$ cat src/hw/ssf_pkg.sv
// Constants shared by the supply status flag block
package ssf_pkg;
  localparam logic [7:0] SSF_STATUS_OFFSET = 8'h1A;
  localparam int         SSF_BIT_TEMP_WARN = 7;
  localparam int         SSF_BIT_INPUT_UNDERVOLTAGE_FLAG   = 6;
  localparam int         SSF_BIT_SENSE     = 5;
  localparam int         SSF_NUM_OUTPUTS   = 5;
  localparam logic       SSF_INPUT_UNDERVOLTAGE_FLAG_RST   = 1'b0;
  localparam logic [7:0] SSF_UNMAPPED_READ = 8'h00;
  localparam logic [6:0] SSF_DEV_ADDR_DFLT = 7'h2C;
  localparam int         SSF_CLK_HZ        = 40000000;
  localparam int         SSF_REFRESH_US    = 250;
  localparam int         SSF_REFRESH_CYC   = (SSF_CLK_HZ / 1000000) * SSF_REFRESH_US;
  localparam logic [3:0] SSF_BITS_PER_BYTE = 4'h8;

  typedef enum logic [3:0] {
    SSF_IDLE      = 4'b0000,
    SSF_ADDR      = 4'b0001,
    SSF_ADDR_ACK  = 4'b0010,
    SSF_PTR       = 4'b0011,
    SSF_PTR_ACK   = 4'b0100,
    SSF_WDATA     = 4'b0101,
    SSF_WDATA_ACK = 4'b0110,
    SSF_RDATA     = 4'b0111,
    SSF_RDATA_ACK = 4'b1000
  } ssf_state_t;
endpackage

$ cat src/hw/ssf_status_if.sv
// Status byte and flag clear between serial port and status core
`timescale 1ns/1ps
`default_nettype none
interface ssf_status_if;
  logic [7:0] live_status;
  logic       uv_clear;
  modport core (output live_status, input uv_clear);
  modport port (input live_status, output uv_clear);
endinterface // ssf_status_if
`default_nettype wire

$ cat src/hw/ssf_top.sv
// Supply status flags: serial management slave and status register
`timescale 1ns/1ps
`default_nettype none
module ssf_top
  import ssf_pkg::*;
#(
  parameter logic [6:0] DEV_ADDR       = SSF_DEV_ADDR_DFLT, // Arbitrary address value
  parameter int         REFRESH_CYCLES = SSF_REFRESH_CYC,
  parameter int         NUM_OUTPUTS    = SSF_NUM_OUTPUTS
)
(
  input  wire logic                   sys_clk,
  input  wire logic                   nrst,
  input  wire logic                   scl_in,
  input  wire logic                   sda_in,
  output logic                        sda_out,
  output logic                        sda_oe,
  input  wire logic                   temp_warn_cmp,
  input  wire logic                   input_above_uv_cmp,
  input  wire logic                   main_supply_sense_pin,
  input  wire logic [NUM_OUTPUTS-1:0] output_power_good_cmp,
  input  wire logic [NUM_OUTPUTS-1:0] first_route_sel,
  input  wire logic [NUM_OUTPUTS-1:0] second_route_sel,
  output logic                        first_routed_good_pin,
  output logic                        second_routed_good_pin
);
  ssf_status_if st ();

  ssf_status_core #(
    .REFRESH_CYCLES (REFRESH_CYCLES),
    .NUM_OUTPUTS    (NUM_OUTPUTS)
  ) u_core (
    .sys_clk                (sys_clk),
    .nrst                   (nrst),
    .temp_warn_cmp          (temp_warn_cmp),
    .input_above_uv_cmp     (input_above_uv_cmp),
    .main_supply_sense_pin  (main_supply_sense_pin),
    .output_power_good_cmp  (output_power_good_cmp),
    .first_route_sel        (first_route_sel),
    .second_route_sel       (second_route_sel),
    .first_routed_good_pin  (first_routed_good_pin),
    .second_routed_good_pin (second_routed_good_pin),
    .st                     (st)
  );

  logic [1:0]  scl_sync_ff;
  logic [1:0]  sda_sync_ff;
  logic        scl_prev_ff;
  logic        sda_prev_ff;
  ssf_state_t  state_ff;
  ssf_state_t  nxt_state;
  logic [3:0]  cnt_ff;
  logic [3:0]  nxt_cnt;
  logic [7:0]  shift_ff;
  logic [7:0]  tx_ff;
  logic [7:0]  nxt_tx;
  logic [7:0]  ptr_ff;
  logic [7:0]  nxt_ptr;
  logic        rw_ff;
  logic        nxt_rw;
  logic        nack_ff;
  logic        oe_ff;
  logic        nxt_oe;
  logic        clear_ff;
  logic        nxt_clear;

  wire scl      = scl_sync_ff[1];
  wire sda      = sda_sync_ff[1];
  wire scl_rise = scl & ~scl_prev_ff;
  wire scl_fall = ~scl & scl_prev_ff;
  wire start    = scl & scl_prev_ff & sda_prev_ff & ~sda;
  wire stop     = scl & scl_prev_ff & ~sda_prev_ff & sda;
  wire byte_done = (cnt_ff == SSF_BITS_PER_BYTE);
  wire addr_hit  = (shift_ff[7:1] == DEV_ADDR);
  wire ptr_hit   = (ptr_ff == SSF_STATUS_OFFSET);
  // Snapshot taken once per byte so live comparators cannot tear it
  wire [7:0] read_byte = ptr_hit ? st.live_status : SSF_UNMAPPED_READ;
  wire shifting  = (state_ff == SSF_ADDR) || (state_ff == SSF_PTR) || (state_ff == SSF_WDATA)
                   || (state_ff == SSF_RDATA);

  always_comb
  begin
    nxt_state = state_ff;
    nxt_cnt   = cnt_ff;
    nxt_tx    = tx_ff;
    nxt_ptr   = ptr_ff;
    nxt_rw    = rw_ff;
    nxt_oe    = oe_ff;
    nxt_clear = 1'b0;
    if (start)
    begin
      nxt_state = SSF_ADDR;
      nxt_cnt   = 4'h0;
      nxt_oe    = 1'b0;
    end
    else if (stop)
    begin
      nxt_state = SSF_IDLE;
      nxt_oe    = 1'b0;
    end
    else if (scl_rise && shifting)
      nxt_cnt = cnt_ff + 4'h1;
    else if (scl_fall)
    begin
      unique case (state_ff)
        SSF_IDLE: ;
        SSF_ADDR:
          if (byte_done)
          begin
            nxt_state = addr_hit ? SSF_ADDR_ACK : SSF_IDLE;
            nxt_oe    = addr_hit;
            nxt_rw    = shift_ff[0];
          end
        SSF_ADDR_ACK:
        begin
          nxt_cnt = 4'h0;
          if (rw_ff)
          begin
            nxt_state = SSF_RDATA;
            nxt_tx    = {read_byte[6:0], 1'b0};
            nxt_oe    = ~read_byte[7];
          end
          else
          begin
            nxt_state = SSF_PTR;
            nxt_oe    = 1'b0;
          end
        end
        SSF_PTR:
          if (byte_done)
          begin
            nxt_state = SSF_PTR_ACK;
            nxt_ptr   = shift_ff;
            nxt_oe    = 1'b1;
          end
        SSF_PTR_ACK, SSF_WDATA_ACK:
        begin
          nxt_state = SSF_WDATA;
          nxt_cnt   = 4'h0;
          nxt_oe    = 1'b0;
        end
        SSF_WDATA:
          if (byte_done)
          begin
            nxt_state = SSF_WDATA_ACK;
            nxt_oe    = 1'b1;
            nxt_ptr   = ptr_ff + 8'h01;
            // Only bit 6 written as 1 has any effect
            nxt_clear = ptr_hit & shift_ff[SSF_BIT_INPUT_UNDERVOLTAGE_FLAG];
          end
        SSF_RDATA:
          if (byte_done)
          begin
            nxt_state = SSF_RDATA_ACK;
            nxt_oe    = 1'b0;
          end
          else
          begin
            nxt_oe = ~tx_ff[7];
            nxt_tx = {tx_ff[6:0], 1'b0};
          end
        SSF_RDATA_ACK:
          if (nack_ff)
            nxt_state = SSF_IDLE;
          else
          begin
            nxt_state = SSF_RDATA;
            nxt_cnt   = 4'h0;
            nxt_ptr   = ptr_ff + 8'h01;
            nxt_tx    = (ptr_ff + 8'h01 == SSF_STATUS_OFFSET) ?
                        {st.live_status[6:0], 1'b0} : {SSF_UNMAPPED_READ[6:0], 1'b0};
            nxt_oe    = (ptr_ff + 8'h01 == SSF_STATUS_OFFSET) ?
                        ~st.live_status[7] : ~SSF_UNMAPPED_READ[7];
          end
        default:
        begin
          nxt_state = SSF_IDLE;
          nxt_oe    = 1'b0;
        end
      endcase
    end
  end

  always_ff @(posedge sys_clk or negedge nrst)
  begin
    if (!nrst)
    begin
      scl_sync_ff <= 2'h3;
      sda_sync_ff <= 2'h3;
      scl_prev_ff <= 1'b1;
      sda_prev_ff <= 1'b1;
    end
    else
    begin
      scl_sync_ff <= {scl_sync_ff[0], scl_in};
      sda_sync_ff <= {sda_sync_ff[0], sda_in};
      scl_prev_ff <= scl;
      sda_prev_ff <= sda;
    end
  end

  always_ff @(posedge sys_clk or negedge nrst)
  begin
    if (!nrst)
    begin
      state_ff <= SSF_IDLE;
      cnt_ff   <= 4'h0;
      tx_ff    <= 8'h00;
      ptr_ff   <= 8'h00;
      rw_ff    <= 1'b0;
      oe_ff    <= 1'b0;
      clear_ff <= 1'b0;
    end
    else
    begin
      state_ff <= nxt_state;
      cnt_ff   <= nxt_cnt;
      tx_ff    <= nxt_tx;
      ptr_ff   <= nxt_ptr;
      rw_ff    <= nxt_rw;
      oe_ff    <= nxt_oe;
      clear_ff <= nxt_clear;
    end
  end

  always_ff @(posedge sys_clk or negedge nrst)
  begin
    if (!nrst)
    begin
      shift_ff <= 8'h00;
      nack_ff  <= 1'b0;
    end
    else if (scl_rise)
    begin
      shift_ff <= {shift_ff[6:0], sda};
      if (state_ff == SSF_RDATA_ACK)
        nack_ff <= sda;
    end
  end

  assign st.uv_clear = clear_ff;
  assign sda_oe      = oe_ff;
  // Open drain: only ever pulls low
  assign sda_out     = 1'b0;
endmodule // ssf_top
`default_nettype wire

$ cat src/hw/ssf_status_core.sv
// Comparator synchronisers, sticky undervoltage flag and routed good pins
`timescale 1ns/1ps
`default_nettype none
module ssf_status_core
  import ssf_pkg::*;
#(
  parameter int REFRESH_CYCLES = SSF_REFRESH_CYC,
  parameter int NUM_OUTPUTS    = SSF_NUM_OUTPUTS
)
(
  input  wire logic                   sys_clk,
  input  wire logic                   nrst,
  input  wire logic                   temp_warn_cmp,
  input  wire logic                   input_above_uv_cmp,
  input  wire logic                   main_supply_sense_pin,
  input  wire logic [NUM_OUTPUTS-1:0] output_power_good_cmp,
  input  wire logic [NUM_OUTPUTS-1:0] first_route_sel,
  input  wire logic [NUM_OUTPUTS-1:0] second_route_sel,
  output logic                        first_routed_good_pin,
  output logic                        second_routed_good_pin,
  ssf_status_if.core                  st
);
  localparam int SW = NUM_OUTPUTS + 3;
  localparam int CW = $clog2(REFRESH_CYCLES);
  localparam logic [CW-1:0] TICK_LAST = CW'(REFRESH_CYCLES - 1);

  logic [SW-1:0] sync1_ff;
  logic [SW-1:0] sync2_ff;
  logic          prev_above_ff;
  logic          armed_ff;
  logic          input_undervoltage_flag_ff;
  logic          refresh_pend_ff;
  logic [CW-1:0] tick_cnt_ff;
  logic          first_good_ff;
  logic          second_good_ff;

  wire [SW-1:0]          raw_in = {temp_warn_cmp, input_above_uv_cmp, main_supply_sense_pin,
                                   output_power_good_cmp};
  wire                   above  = sync2_ff[NUM_OUTPUTS+1];
  wire [NUM_OUTPUTS-1:0] pg     = sync2_ff[NUM_OUTPUTS-1:0];
  wire                   tick   = (tick_cnt_ff == TICK_LAST);
  wire                   uv_fall = armed_ff & prev_above_ff & ~above;
  wire                   uv_refresh = refresh_pend_ff & tick & armed_ff & ~above;
  // Set terms win over a clear arriving in the same cycle
  wire                   nxt_input_undervoltage_flag = uv_fall | uv_refresh | (input_undervoltage_flag_ff & ~st.uv_clear);
  wire                   nxt_first_good  = &(pg | ~first_route_sel);
  wire                   nxt_second_good = &(pg | ~second_route_sel);

  always_ff @(posedge sys_clk or negedge nrst)
  begin
    if (!nrst)
    begin
      sync1_ff <= '0;
      sync2_ff <= '0;
    end
    else
    begin
      sync1_ff <= raw_in;
      sync2_ff <= sync1_ff;
    end
  end

  always_ff @(posedge sys_clk or negedge nrst)
  begin
    if (!nrst)
    begin
      prev_above_ff   <= 1'b0;
      armed_ff        <= 1'b0;
      input_undervoltage_flag_ff      <= SSF_INPUT_UNDERVOLTAGE_FLAG_RST;
      refresh_pend_ff <= 1'b0;
      tick_cnt_ff     <= '0;
    end
    else
    begin
      prev_above_ff   <= above;
      // Flag cannot set before the input first rises
      armed_ff        <= armed_ff | above;
      input_undervoltage_flag_ff      <= nxt_input_undervoltage_flag;
      refresh_pend_ff <= st.uv_clear | (refresh_pend_ff & ~tick);
      tick_cnt_ff     <= tick ? '0 : tick_cnt_ff + 1'b1;
    end
  end

  always_ff @(posedge sys_clk or negedge nrst)
  begin
    if (!nrst)
    begin
      first_good_ff  <= 1'b0;
      second_good_ff <= 1'b0;
    end
    else
    begin
      first_good_ff  <= nxt_first_good;
      second_good_ff <= nxt_second_good;
    end
  end

  assign first_routed_good_pin  = first_good_ff;
  assign second_routed_good_pin = second_good_ff;
  assign st.live_status = {sync2_ff[SW-1], input_undervoltage_flag_ff, sync2_ff[NUM_OUTPUTS], pg};
endmodule // ssf_status_core
`default_nettype wire

$ cat config.mk
export PLATFORM = sky130hd
export DESIGN_NAME = ssf_top
export DESIGN_NICKNAME = d
export VERILOG_FILES = /design/src/hw/ssf_pkg.sv /design/src/hw/ssf_status_if.sv /design/src/hw/ssf_top.sv /design/src/hw/ssf_status_core.sv
export SDC_FILE = /design/constraint.sdc
export NUM_CORES = 1
export LEC_CHECK = 0
export ABC_AREA = 1
export BUFFER_PORTS_ARGS = -buffer_cell sky130_fd_sc_hd__buf_2
export CORE_MARGIN = 2
export CORE_UTILIZATION = 38
export CTS_CLUSTER_DIAMETER = 40
export DETAILED_ROUTE_END_ITERATION = 12
export SETUP_SLACK_MARGIN = 0.2
export SYNTH_ARGS = -nofsm -noshare
export SYNTH_HDL_FRONTEND = slang
export SYNTH_SLANG_ARGS = --single-unit
$ cat constraint.sdc
create_clock -name sys_clk -period 2.4 [get_ports sys_clk]
set_clock_uncertainty 0.2 [all_clocks]
set_input_delay 0.24 -clock sys_clk [delete_from_list [all_inputs] [get_ports sys_clk]]
set_output_delay 0.24 -clock sys_clk [all_outputs]
set_load 0.05 [all_outputs]
Word level (Yosys, flattened, before mapping) --
Cells that the tools add are included.
Operators by class: add/subtract/negate cells 3, equality and inequality tests 28, mux-type cells 46, bitwise gates (word level) 36, reduce and logical (&&, ||, !) cells 22
Operators with widths (count):
- 8-bit 2-to-1 mux | 8
- 4-bit 2-to-1 mux | 13
- 8-bit one-hot mux with 3 select lines | 2
- 4-bit one-hot mux with 8 select lines | 1
- 4-bit inequality test (second input constant) | 6
- 4-bit by 3-bit equality test with 1-bit output (second input constant) | 4
- 8-bit by 5-bit equality test with 1-bit output (second input constant) | 2
- 1-bit 2-to-1 mux | 16
- 8-bit AND reduction | 2
- 1-bit AND | 15
- 14-bit by 1-bit adder with 14-bit output (second input constant) | 1
- 14-bit equality test (second input constant) | 1
- 14-bit 2-to-1 mux | 1
- 1-bit inverter | 13
- 2-bit inequality test (second input constant) | 6
- 6-bit AND reduction | 2
- 3-bit nonzero test | 4
- 5-bit inverter | 2
- 5-bit bitwise OR | 2
- 5-bit AND reduction | 2
- 8-bit by 1-bit adder with 8-bit output (second input constant) | 1
- 4-bit by 2-bit equality test with 1-bit output (second input constant) | 2
- 4-bit equality test (second input constant) | 2
- 4-bit one-hot mux with 2 select lines | 1
- other kinds (18) | 26
Storage, ports and cells: flip-flop bits (word level) 78, output and inout bits 4, logic and storage cells 157

Depth between registers and ports, before layout --
Gate-level depths: netlist of run 1.
depth after elaboration 9, depth in mapped cells 13

Cells and area by module --
Synthesis of run 1 repeated with hierarchy kept, for this count alone.
Second synthesis, totals: cells, all modules 447, area, all modules 3734.8 um2
By module, submodules not included:
- ssf_top | times used 1, cells an instance 290, area each 2249.7 um2
- ssf_status_core | times used 1, cells an instance 157, area each 1485.2 um2

Worst setup path after synthesis of run 1 --
Ideal clock, no wire load.
path type register -> register, start register cnt_ff[0], end register state_ff[2], library setup time 0.126 ns, data arrival time 1.435 ns, data required time 2.074 ns, setup slack 0.639 ns, stages on the path, launching flop included 14, period minus slack after synthesis 1.761 ns, path through dfrtp_1 > inv_1 > ha_1 > nand3_1 > nor2_1 > nand2_1 > nand2_1 > nand2_1 > inv_2 > o21ai_2 > nand2_1 > clkinv_1 > nand2_1 > o21ai_0
On the way: longest elaborated chain between the ends 3, elaborated cells between the ends (all ways) 6, those cells by class eq/ne: 5; reduce/logical: 1
RTL lines:
- start, declared | line ssf_top.sv:52 | logic [3:0] cnt_ff;
- start signal, assigned | line ssf_top.sv:217 | cnt_ff <= nxt_cnt;
- 4-bit equality test (*) | line ssf_top.sv:73 | wire byte_done = (cnt_ff == SSF_BITS_PER_BYTE);
- 4-bit inequality test (no line)
- 7-bit AND reduction (no line) (*)
- end signal, assigned | line ssf_top.sv:216 | state_ff <= nxt_state;
- end, declared | line ssf_top.sv:50 | ssf_state_t state_ff;
Every way passes the cells marked *; elsewhere a longest branch is shown, timed or not. A chain may end at the register's enable or synchronous reset.

Worst setup path in the final report of run 1 --
start register ptr_ff[0], end register tx_ff[2]
On the way: longest elaborated chain between the ends 5, elaborated cells between the ends (all ways) 8, those cells by class add/sub: 1; eq/ne: 2; mux: 5
RTL lines:
- start, declared | line ssf_top.sv:57 | logic [7:0] ptr_ff;
- start signal, assigned | line ssf_top.sv:219 | ptr_ff <= nxt_ptr;
- 8-bit by 1-bit adder with 8-bit output | line ssf_top.sv:170 | nxt_tx = (ptr_ff + 8'h01 == SSF_STATUS_OFFSET) ?
- 8-bit by 5-bit equality test with 1-bit output | line ssf_top.sv:170
- 8-bit 2-to-1 mux | line ssf_top.sv:170
- 8-bit 2-to-1 mux | line ssf_top.sv:163 | if (nack_ff)
- 8-bit one-hot mux with 3 select lines (*) | line ssf_top.sv:105 | unique case (state_ff)
- end signal, assigned | line ssf_top.sv:218 | tx_ff <= nxt_tx;
- end, declared | line ssf_top.sv:55 | logic [7:0] tx_ff;
Every way passes the cells marked *; elsewhere a longest branch is shown, timed or not. The select of a mux whose other input is x is not followed.

==> impl_metrics.env, run 1 <==
export IMPL_status="complete, no violations"
export IMPL_final_max_slew_viol_count=0
export IMPL_postSynthRegisterBits=77
export IMPL_slew_headroom_pct=62.3
export IMPL_synth_nets=454
export IMPL_grt_first_pass_wirelength_mm=12.2
export IMPL_vias=2838
export IMPL_antenna_violations_before_repair=0
export IMPL_post_synthesis_cells=426
export IMPL_crit_path_end_kind="flop"
export IMPL_cp_common_cell="nand2_1"
export IMPL_cell_with_the_biggest_individual_delay_on_the_critical_path="dfrtp_1"
export IMPL_syn2layout_area_growth_pct=16.9
export IMPL_worst_setup_path_type="reg2reg"
export IMPL_layout_drive_gt1_share_pct=14.4
export IMPL_root_buffer="clkbuf_8"
export IMPL_final_area_um2=4200
export IMPL_cts_root_to_sink_buffers=2
export IMPL_report_final_setup_viol=0
export IMPL_synth_edff_count=0
export IMPL_setup_repair_after_global_routing_missed_its_margin="yes"
export IMPL_start_kind="flop"
export IMPL_wl_per_cell_um=11.6
export IMPL_drt_first_pass_iters=4
export IMPL_most_frequent_cell_after_synthesis="nand2_1"
export IMPL_chipHeight_um=101
export IMPL_first_iter_violations=206
export IMPL_die_w_um=101
export IMPL_synth_top_cells_by_area="dfrtp_1, nand2_1, inv_1"
export IMPL_post_drt_via_cell_ratio=4.81
export IMPL_globalRouteTotalUtil_pct=15.0
export IMPL_dpl_cell_area_um2=3850
export IMPL_postSynthAreaPerCell_um2=8.43
export IMPL_crit_fanout=7
export IMPL_clk_pin_slew_worst_paths_ns=0.09
export IMPL_period_share_pct=83.9
export IMPL_p_per_area_nw_per_um2=639
export IMPL_utilization_pct=45.6
export IMPL_dominantRegCellSynth="dfrtp_1"
export IMPL_final_nets=502
export IMPL_n_fill_cell=897
export IMPL_grt_overflow_total=0
export IMPL_tritoncts_num_sinks=77
export IMPL_fp_row_count=35
export IMPL_timing_critical_path_arrival_ns=2.09
export IMPL_drt_drc_violations_left=0
export IMPL_largest_net_degree_at_the_start_of_global_routing=44
export IMPL_ys_warn_count=0
export IMPL_totalNegativeSetupSlack_ns=0
export IMPL_insertion_delay_ns=0.35
export IMPL_mappedNetlistArea_um2=3590
export IMPL_io_pins=26
export IMPL_buffer_ports_inserted=24
export IMPL_synth_cells_most_frequent="nand2_1, dfrtp_1, inv_1, nor2_1, o21ai_0"
export IMPL_vias_in_the_first_global_route=2707
export IMPL_final_min_clock_period_ns=2.01
export IMPL_dp_final_hpwl_mm=5.00
export IMPL_antenna_cells=0
export IMPL_synth_sequential_area_ratio_pct=53.9
export IMPL_leakage_nw=2.06
export IMPL_max_clock_freq_mhz=497
export IMPL_die_area_um2=10200
export IMPL_timing_critical_path_cells="ha_1 > nand3_1 > o21ai_0 > nand2_1 > nor2_1 > nand4_1 > nand2_2 > nand2_1 > a21oi_1"
export IMPL_cts_made_buffers=9
export IMPL_ctsHtreeMaxLevel=3
export IMPL_crit_required_ns=2.47
export IMPL_unique_cell_type_count_in_the_yosys_netlist=37
export IMPL_worst_pin_slew_ns=0.565
export IMPL_finalWirelength_mm=6.82
export IMPL_floorplan_initialDensity_pct=39.0
export IMPL_gp_congestion=0.943
export IMPL_max_cap_violations=0
export IMPL_post_cts_buffers=0
export IMPL_fraction_of_registers_with_async_set_or_reset_after_synthesis_pct=100
export IMPL_fin_worst_hold_slack_ns=0.153
export IMPL_tritoncts_clock_tree="built"
export IMPL_hold_crit_path_type="reg2reg"
export IMPL_max_vdd_ir_drop_uv=398
export IMPL_final_antenna_net_count=0
export IMPL_netlist_top_cell_by_area="dfrtp_1"
export IMPL_yosys_area_top_type_share_pct=49.5
export IMPL_core_area_um2=9200
export IMPL_slowest_delay_ns=0.45
export IMPL_final_hold_violation_count=0
[final cells by class]
| class | instances | area, µm² | share of cell area, % |
|---|---|---|---|
| Inverter | 75 | 282 | 6.71 |
| Clock inverter | 7 | 57.6 | 1.37 |
| Multi-Input combinational cell | 269 | 1350 | 32.2 |
| Tap cell | 111 | 139 | 3.31 |
| Clock buffer | 9 | 124 | 2.95 |
| Timing Repair Buffer | 42 | 308 | 7.33 |
| Sequential cell | 77 | 1930 | 46.1 |
[repair_timing]
| item | CTS | global route |
|---|---|---|
| hold buffers | 15 | 0 |
| setup endpoints to repair | 0 | 10 |
| resized for setup | 0 | 3 |
| hold endpoints to repair | 49 | 0 |
[layout by cell type (no fill, tap or decap), types with 2 or more instances in the layout]
master,count
nor3_1,11
nor2_1,38
inv_6,3
dlygate4sd3_1,15
buf_4,3
o211ai_1,5
o21ai_2,3
nand3_1,18
buf_2,23
nor2_4,2
a211oi_1,2
dfrtp_1,71
nand2_1,96
o22ai_1,4
nand4_1,12
dfstp_2,6
xor2_1,4
nand2_2,3
clkinvlp_4,3
a31oi_1,3
o21ai_1,8
o21ai_0,23
clkbuf_8,9
ha_1,6
nor2_2,2
a21oi_1,17
inv_2,5
inv_1,69
[path summary, 6_finish.rpt]
kind | start | endpoint | cells after the start | slack (ns)
min | u_core.sync1_ff[6] | u_core.sync2_ff[6] | 0 | 0.15
max reg2reg | ptr_ff[0] | tx_ff[2] | 9 | 0.39
max | ptr_ff[0] | tx_ff[2] | 9 | 0.39
min reg2reg | u_core.sync1_ff[6] | u_core.sync2_ff[6] | 0 | 0.15
min in group asynchronous | nrst | ptr_ff[3] | 2 | 0.23
max in group asynchronous | nrst | scl_sync_ff[1] | 3 | 1.16
[per-stage QoR]
| step | setup WS, ns | cells | power [mW] |
|---|---|---|---|
| finish | 0.386 | 590 | 2.68 |
| global route | 0.174 | 590 | 2.84 |
| CTS | 0.310 | 590 | 2.71 |
| detailed placement | 0.314 | 559 | 1.78 |
| global placement | 0.353 | 559 | 1.77 |
| floorplan | 0.639 | 426 | 1.66 |
[metal layers]
| layer | track usage (%) | routed length, µm | vias up |
|---|---|---|---|
| met5 | 0 | 0 | - |
| met4 | 6.24 | 123 | 0 |
| met3 | 2.35 | 217 | 12 |
| met2 | 23.4 | 3090 | 57 |
| met1 | 21.0 | 3390 | 1298 |
| li1 | - | - | 1471 |
[sequential cells by signal, indices dropped and copies added (netlist names)]
signal,cells
u_core.armed_ff,1
u_core.refresh_pend_ff,1
state_ff,4
shift_ff,8
u_core.prev_above_ff,1
sda_sync_ff,2
rw_ff,1
scl_prev_ff,1
nack_ff,1
scl_sync_ff,2
u_core.input_undervoltage_flag_ff,1
clear_ff,1
u_core.first_routed_good_pin,1
u_core.sync1_ff,8
ptr_ff,8
u_core.sync2_ff,8
cnt_ff,4
sda_oe,1
u_core.second_routed_good_pin,1
sda_prev_ff,1
u_core.tick_cnt_ff,14
tx_ff,7
[report_power, final]
group,internal (mW),switching (mW),total (mW),leakage [nW]
Clock,0.388,0.519,0.907,0.0829
Sequential,1.39,0.0788,1.47,0.974
Combinational,0.115,0.188,0.303,1.00
[cells by family after synthesis]
family,after synthesis,synth area share (%)
simple gates,187,22.8
xor+xnor,5,1.22
other cells,1,0.104
compound gates,70,11.2
buf+inv,80,8.71
flops,77,53.9
fa+ha+maj,6,2.09
[critical path, delay by kind of cell (launching register included)]
family / cells / cell delay, ns
compound gates: 2 / 0.31
fa+ha+maj: 1 / 0.25
flops: 1 / 0.45
simple gates: 6 / 0.74
No activity file was read; power rests on OpenSTA's default activity.
==> run 2: changes to the inputs <==
- clock period: 2.4 -> 1.93 ns (I/O delays scaled with it)
==> run 2 against run 1 <==
  * Critical path depth increased by 2
  * Via count increased by 11%
  * Hold slack got worse by 0.064 ns
==> impl_metrics.env, run 2 (synthesis gave the netlist of run 1 again) <==
export IMPL_final_antenna_net_count=0
export IMPL_final_min_clock_period_ns=1.85
export IMPL_p_per_area_nw_per_um2=731
export IMPL_mostFrequentLayoutCells="nand2_1, dfrtp_1, inv_1, buf_4, nor2_1"
export IMPL_r2r_worst_path_cells=11
export IMPL_wl_per_cell_um=13.2
export IMPL_syn2layout_area_growth_pct=41.7
export IMPL_first_iter_violations=115
export IMPL_root_buffer="clkbuf_8"
export IMPL_crit_start="ptr_ff[1]"
export IMPL_report_final_setup_viol=0
export IMPL_final_hold_violation_count=0
export IMPL_tritoncts_num_sinks=77
export IMPL_worst_setup_path_type="reg2reg"
export IMPL_antenna_violations_before_repair=0
export IMPL_tritoncts_clock_tree="built"
export IMPL_reg2reg_setup_slack_ns=0.08
export IMPL_leakage_nw=2.40
export IMPL_layout_drive_gt1_share_pct=38.6
export IMPL_crit_fanout=7
export IMPL_gp_congestion=0.890
export IMPL_status="complete, no violations"
export IMPL_wl_met1_mm=3.52
export IMPL_top_signal_layer_used="met4"
export IMPL_wl_met3_um=306
export IMPL_mostFrequentLayoutCell="nand2_1"
export IMPL_buffer_ports_inserted=24
export IMPL_chipHeight_um=101
export IMPL_io_pins=26
export IMPL_antenna_cells=0
export IMPL_drt_first_pass_iters=4
export IMPL_fin_worst_hold_slack_ns=0.0891
export IMPL_die_w_um=101
export IMPL_vias=3142
export IMPL_multi_input_area_um2=1710
export IMPL_totalNegativeSetupSlack_ns=0
export IMPL_period_share_pct=95.8
export IMPL_cts_root_to_sink_buffers=2
export IMPL_setup_repair_after_global_routing_missed_its_margin="yes"
export IMPL_grt_overflow_total=0
export IMPL_rr_startpoint="ptr_ff[1]"
export IMPL_final_nets=557
export IMPL_die_area_um2=10200
export IMPL_largest_reg_flops=14
export IMPL_dp_final_hpwl_mm=5.40
export IMPL_max_vdd_ir_drop_uv=484
export IMPL_grt_first_pass_wirelength_mm=13.4
export IMPL_clk_pin_slew_worst_paths_ns=0.09
export IMPL_largest_register="u_core.tick_cnt_ff"
export IMPL_crit_path_end_kind="flop"
export IMPL_globalRouteTotalUtil_pct=16.5
export IMPL_max_clock_freq_mhz=541
export IMPL_drt_drc_violations_left=0
export IMPL_fp_row_count=35
export IMPL_core_area_um2=9200
export IMPL_hold_crit_path_type="in2async"
export IMPL_start_kind="flop"
export IMPL_largest_net_degree_at_the_start_of_global_routing=36
export IMPL_met2WireLength_mm=4.52
export IMPL_crit_required_ns=2.02
export IMPL_post_drt_via_cell_ratio=4.87
export IMPL_final_max_slew_viol_count=0
export IMPL_insertion_delay_ns=0.35
export IMPL_max_cap_violations=0
export IMPL_critical_path_reg2reg_endpoint="tx_ff[5]"
export IMPL_floorplan_initialDensity_pct=39.0
export IMPL_cts_made_buffers=9
export IMPL_finalWirelength_mm=8.49
export IMPL_vias_in_the_first_global_route=3074
export IMPL_sequential_cell_area_um2=1940
export IMPL_n_fill_cell=839
export IMPL_ctsHtreeMaxLevel=3
export IMPL_crit_end="tx_ff[5]"
export IMPL_timing_critical_path_arrival_ns=1.94
==> run 2: changes by cell type in the layout (fill, tap and decap cells not counted), sizes merged <==
cell | previous run | this run
buf | 27 | 81
clkinvlp | 3 | 0
clkbuf | 9 | 11
bufinv | 0 | 1
inv | 77 | 78
==> run 2: where the power goes <==
group	switching, mW	internal (mW)	total [mW]
clock network	0.655	0.656	1.31
logic	0.323	0.254	0.577
registers	0.0952	1.73	1.83
==> run 2: per-layer routing <==
metal	vias up	global-route usage [%]
li1	1571	-
met1	1497	20.7
met2	62	28.1
met3	12	3.73
met4	0	5.93
met5	-	0
==> run 2: final cells by class <==
type | count | share of cell area (%)
timing repair buffer | 97 | 15.5
multi-input combinational | 269 | 33.7
clock inverter | 6 | 1.50
tap | 111 | 2.73
clock buffer | 10 | 2.71
sequential | 77 | 38.1
inverter | 75 | 5.73
==> run 2: worst min path at each step <==
stage / startpoint / end / slack, ns / cells past startpoint
detailed placement: nrst / ptr_ff[3] / -0.06 / 1
global placement: nrst / ptr_ff[3] / -0.07 / 1
global route: nrst / u_core.tick_cnt_ff[11] / 0.13 / 2
CTS: nrst / u_core.tick_cnt_ff[11] / 0.10 / 2
finish: nrst / ptr_ff[3] / 0.09 / 2
floorplan: nrst / clear_ff / -0.30 / 0
==> run 2: metrics by stage <==
| stage | worst slack, ns | total power, mW | cells | cell area [µm²] | util [%] |
|---|---|---|---|---|---|
| after floorplan | 0.201 | 2.08 | 426 | 3610 | - |
| after global placement | -0.00200 | 2.26 | 580 | 4060 | 44.2 |
| after detailed placement | -0.0137 | 2.27 | 580 | 4060 | 44.2 |
| after CTS | 0.0803 | 3.70 | 630 | 4680 | 50.9 |
| after global routing | -0.00487 | 3.90 | 645 | 5090 | 55.3 |
| final | 0.0803 | 3.72 | 645 | 5090 | 55.3 |
==> run 2: worst max-delay path: stages (launching register included) <==
cell and delay (ns):
dfrtp_1 0.43, buf_6 0.15, inv_4 0.05, ha_4 0.12, inv_2 0.03, nor2_1 0.09, nand2_1 0.07, nor2_2 0.11
nand4_1 0.15, nand2_4 0.18, nand2_1 0.08, a21oi_1 0.13
==> run 2: repair_timing <==
item / CTS / global route
setup buffers: 19 / 14
cloned: 0 / 1
setup endpoints to repair: 23 / 30
pin swaps: 25 / 31
resized for setup: 37 / 80
hold buffers: 15 / 0
hold endpoints to repair: 86 / 0
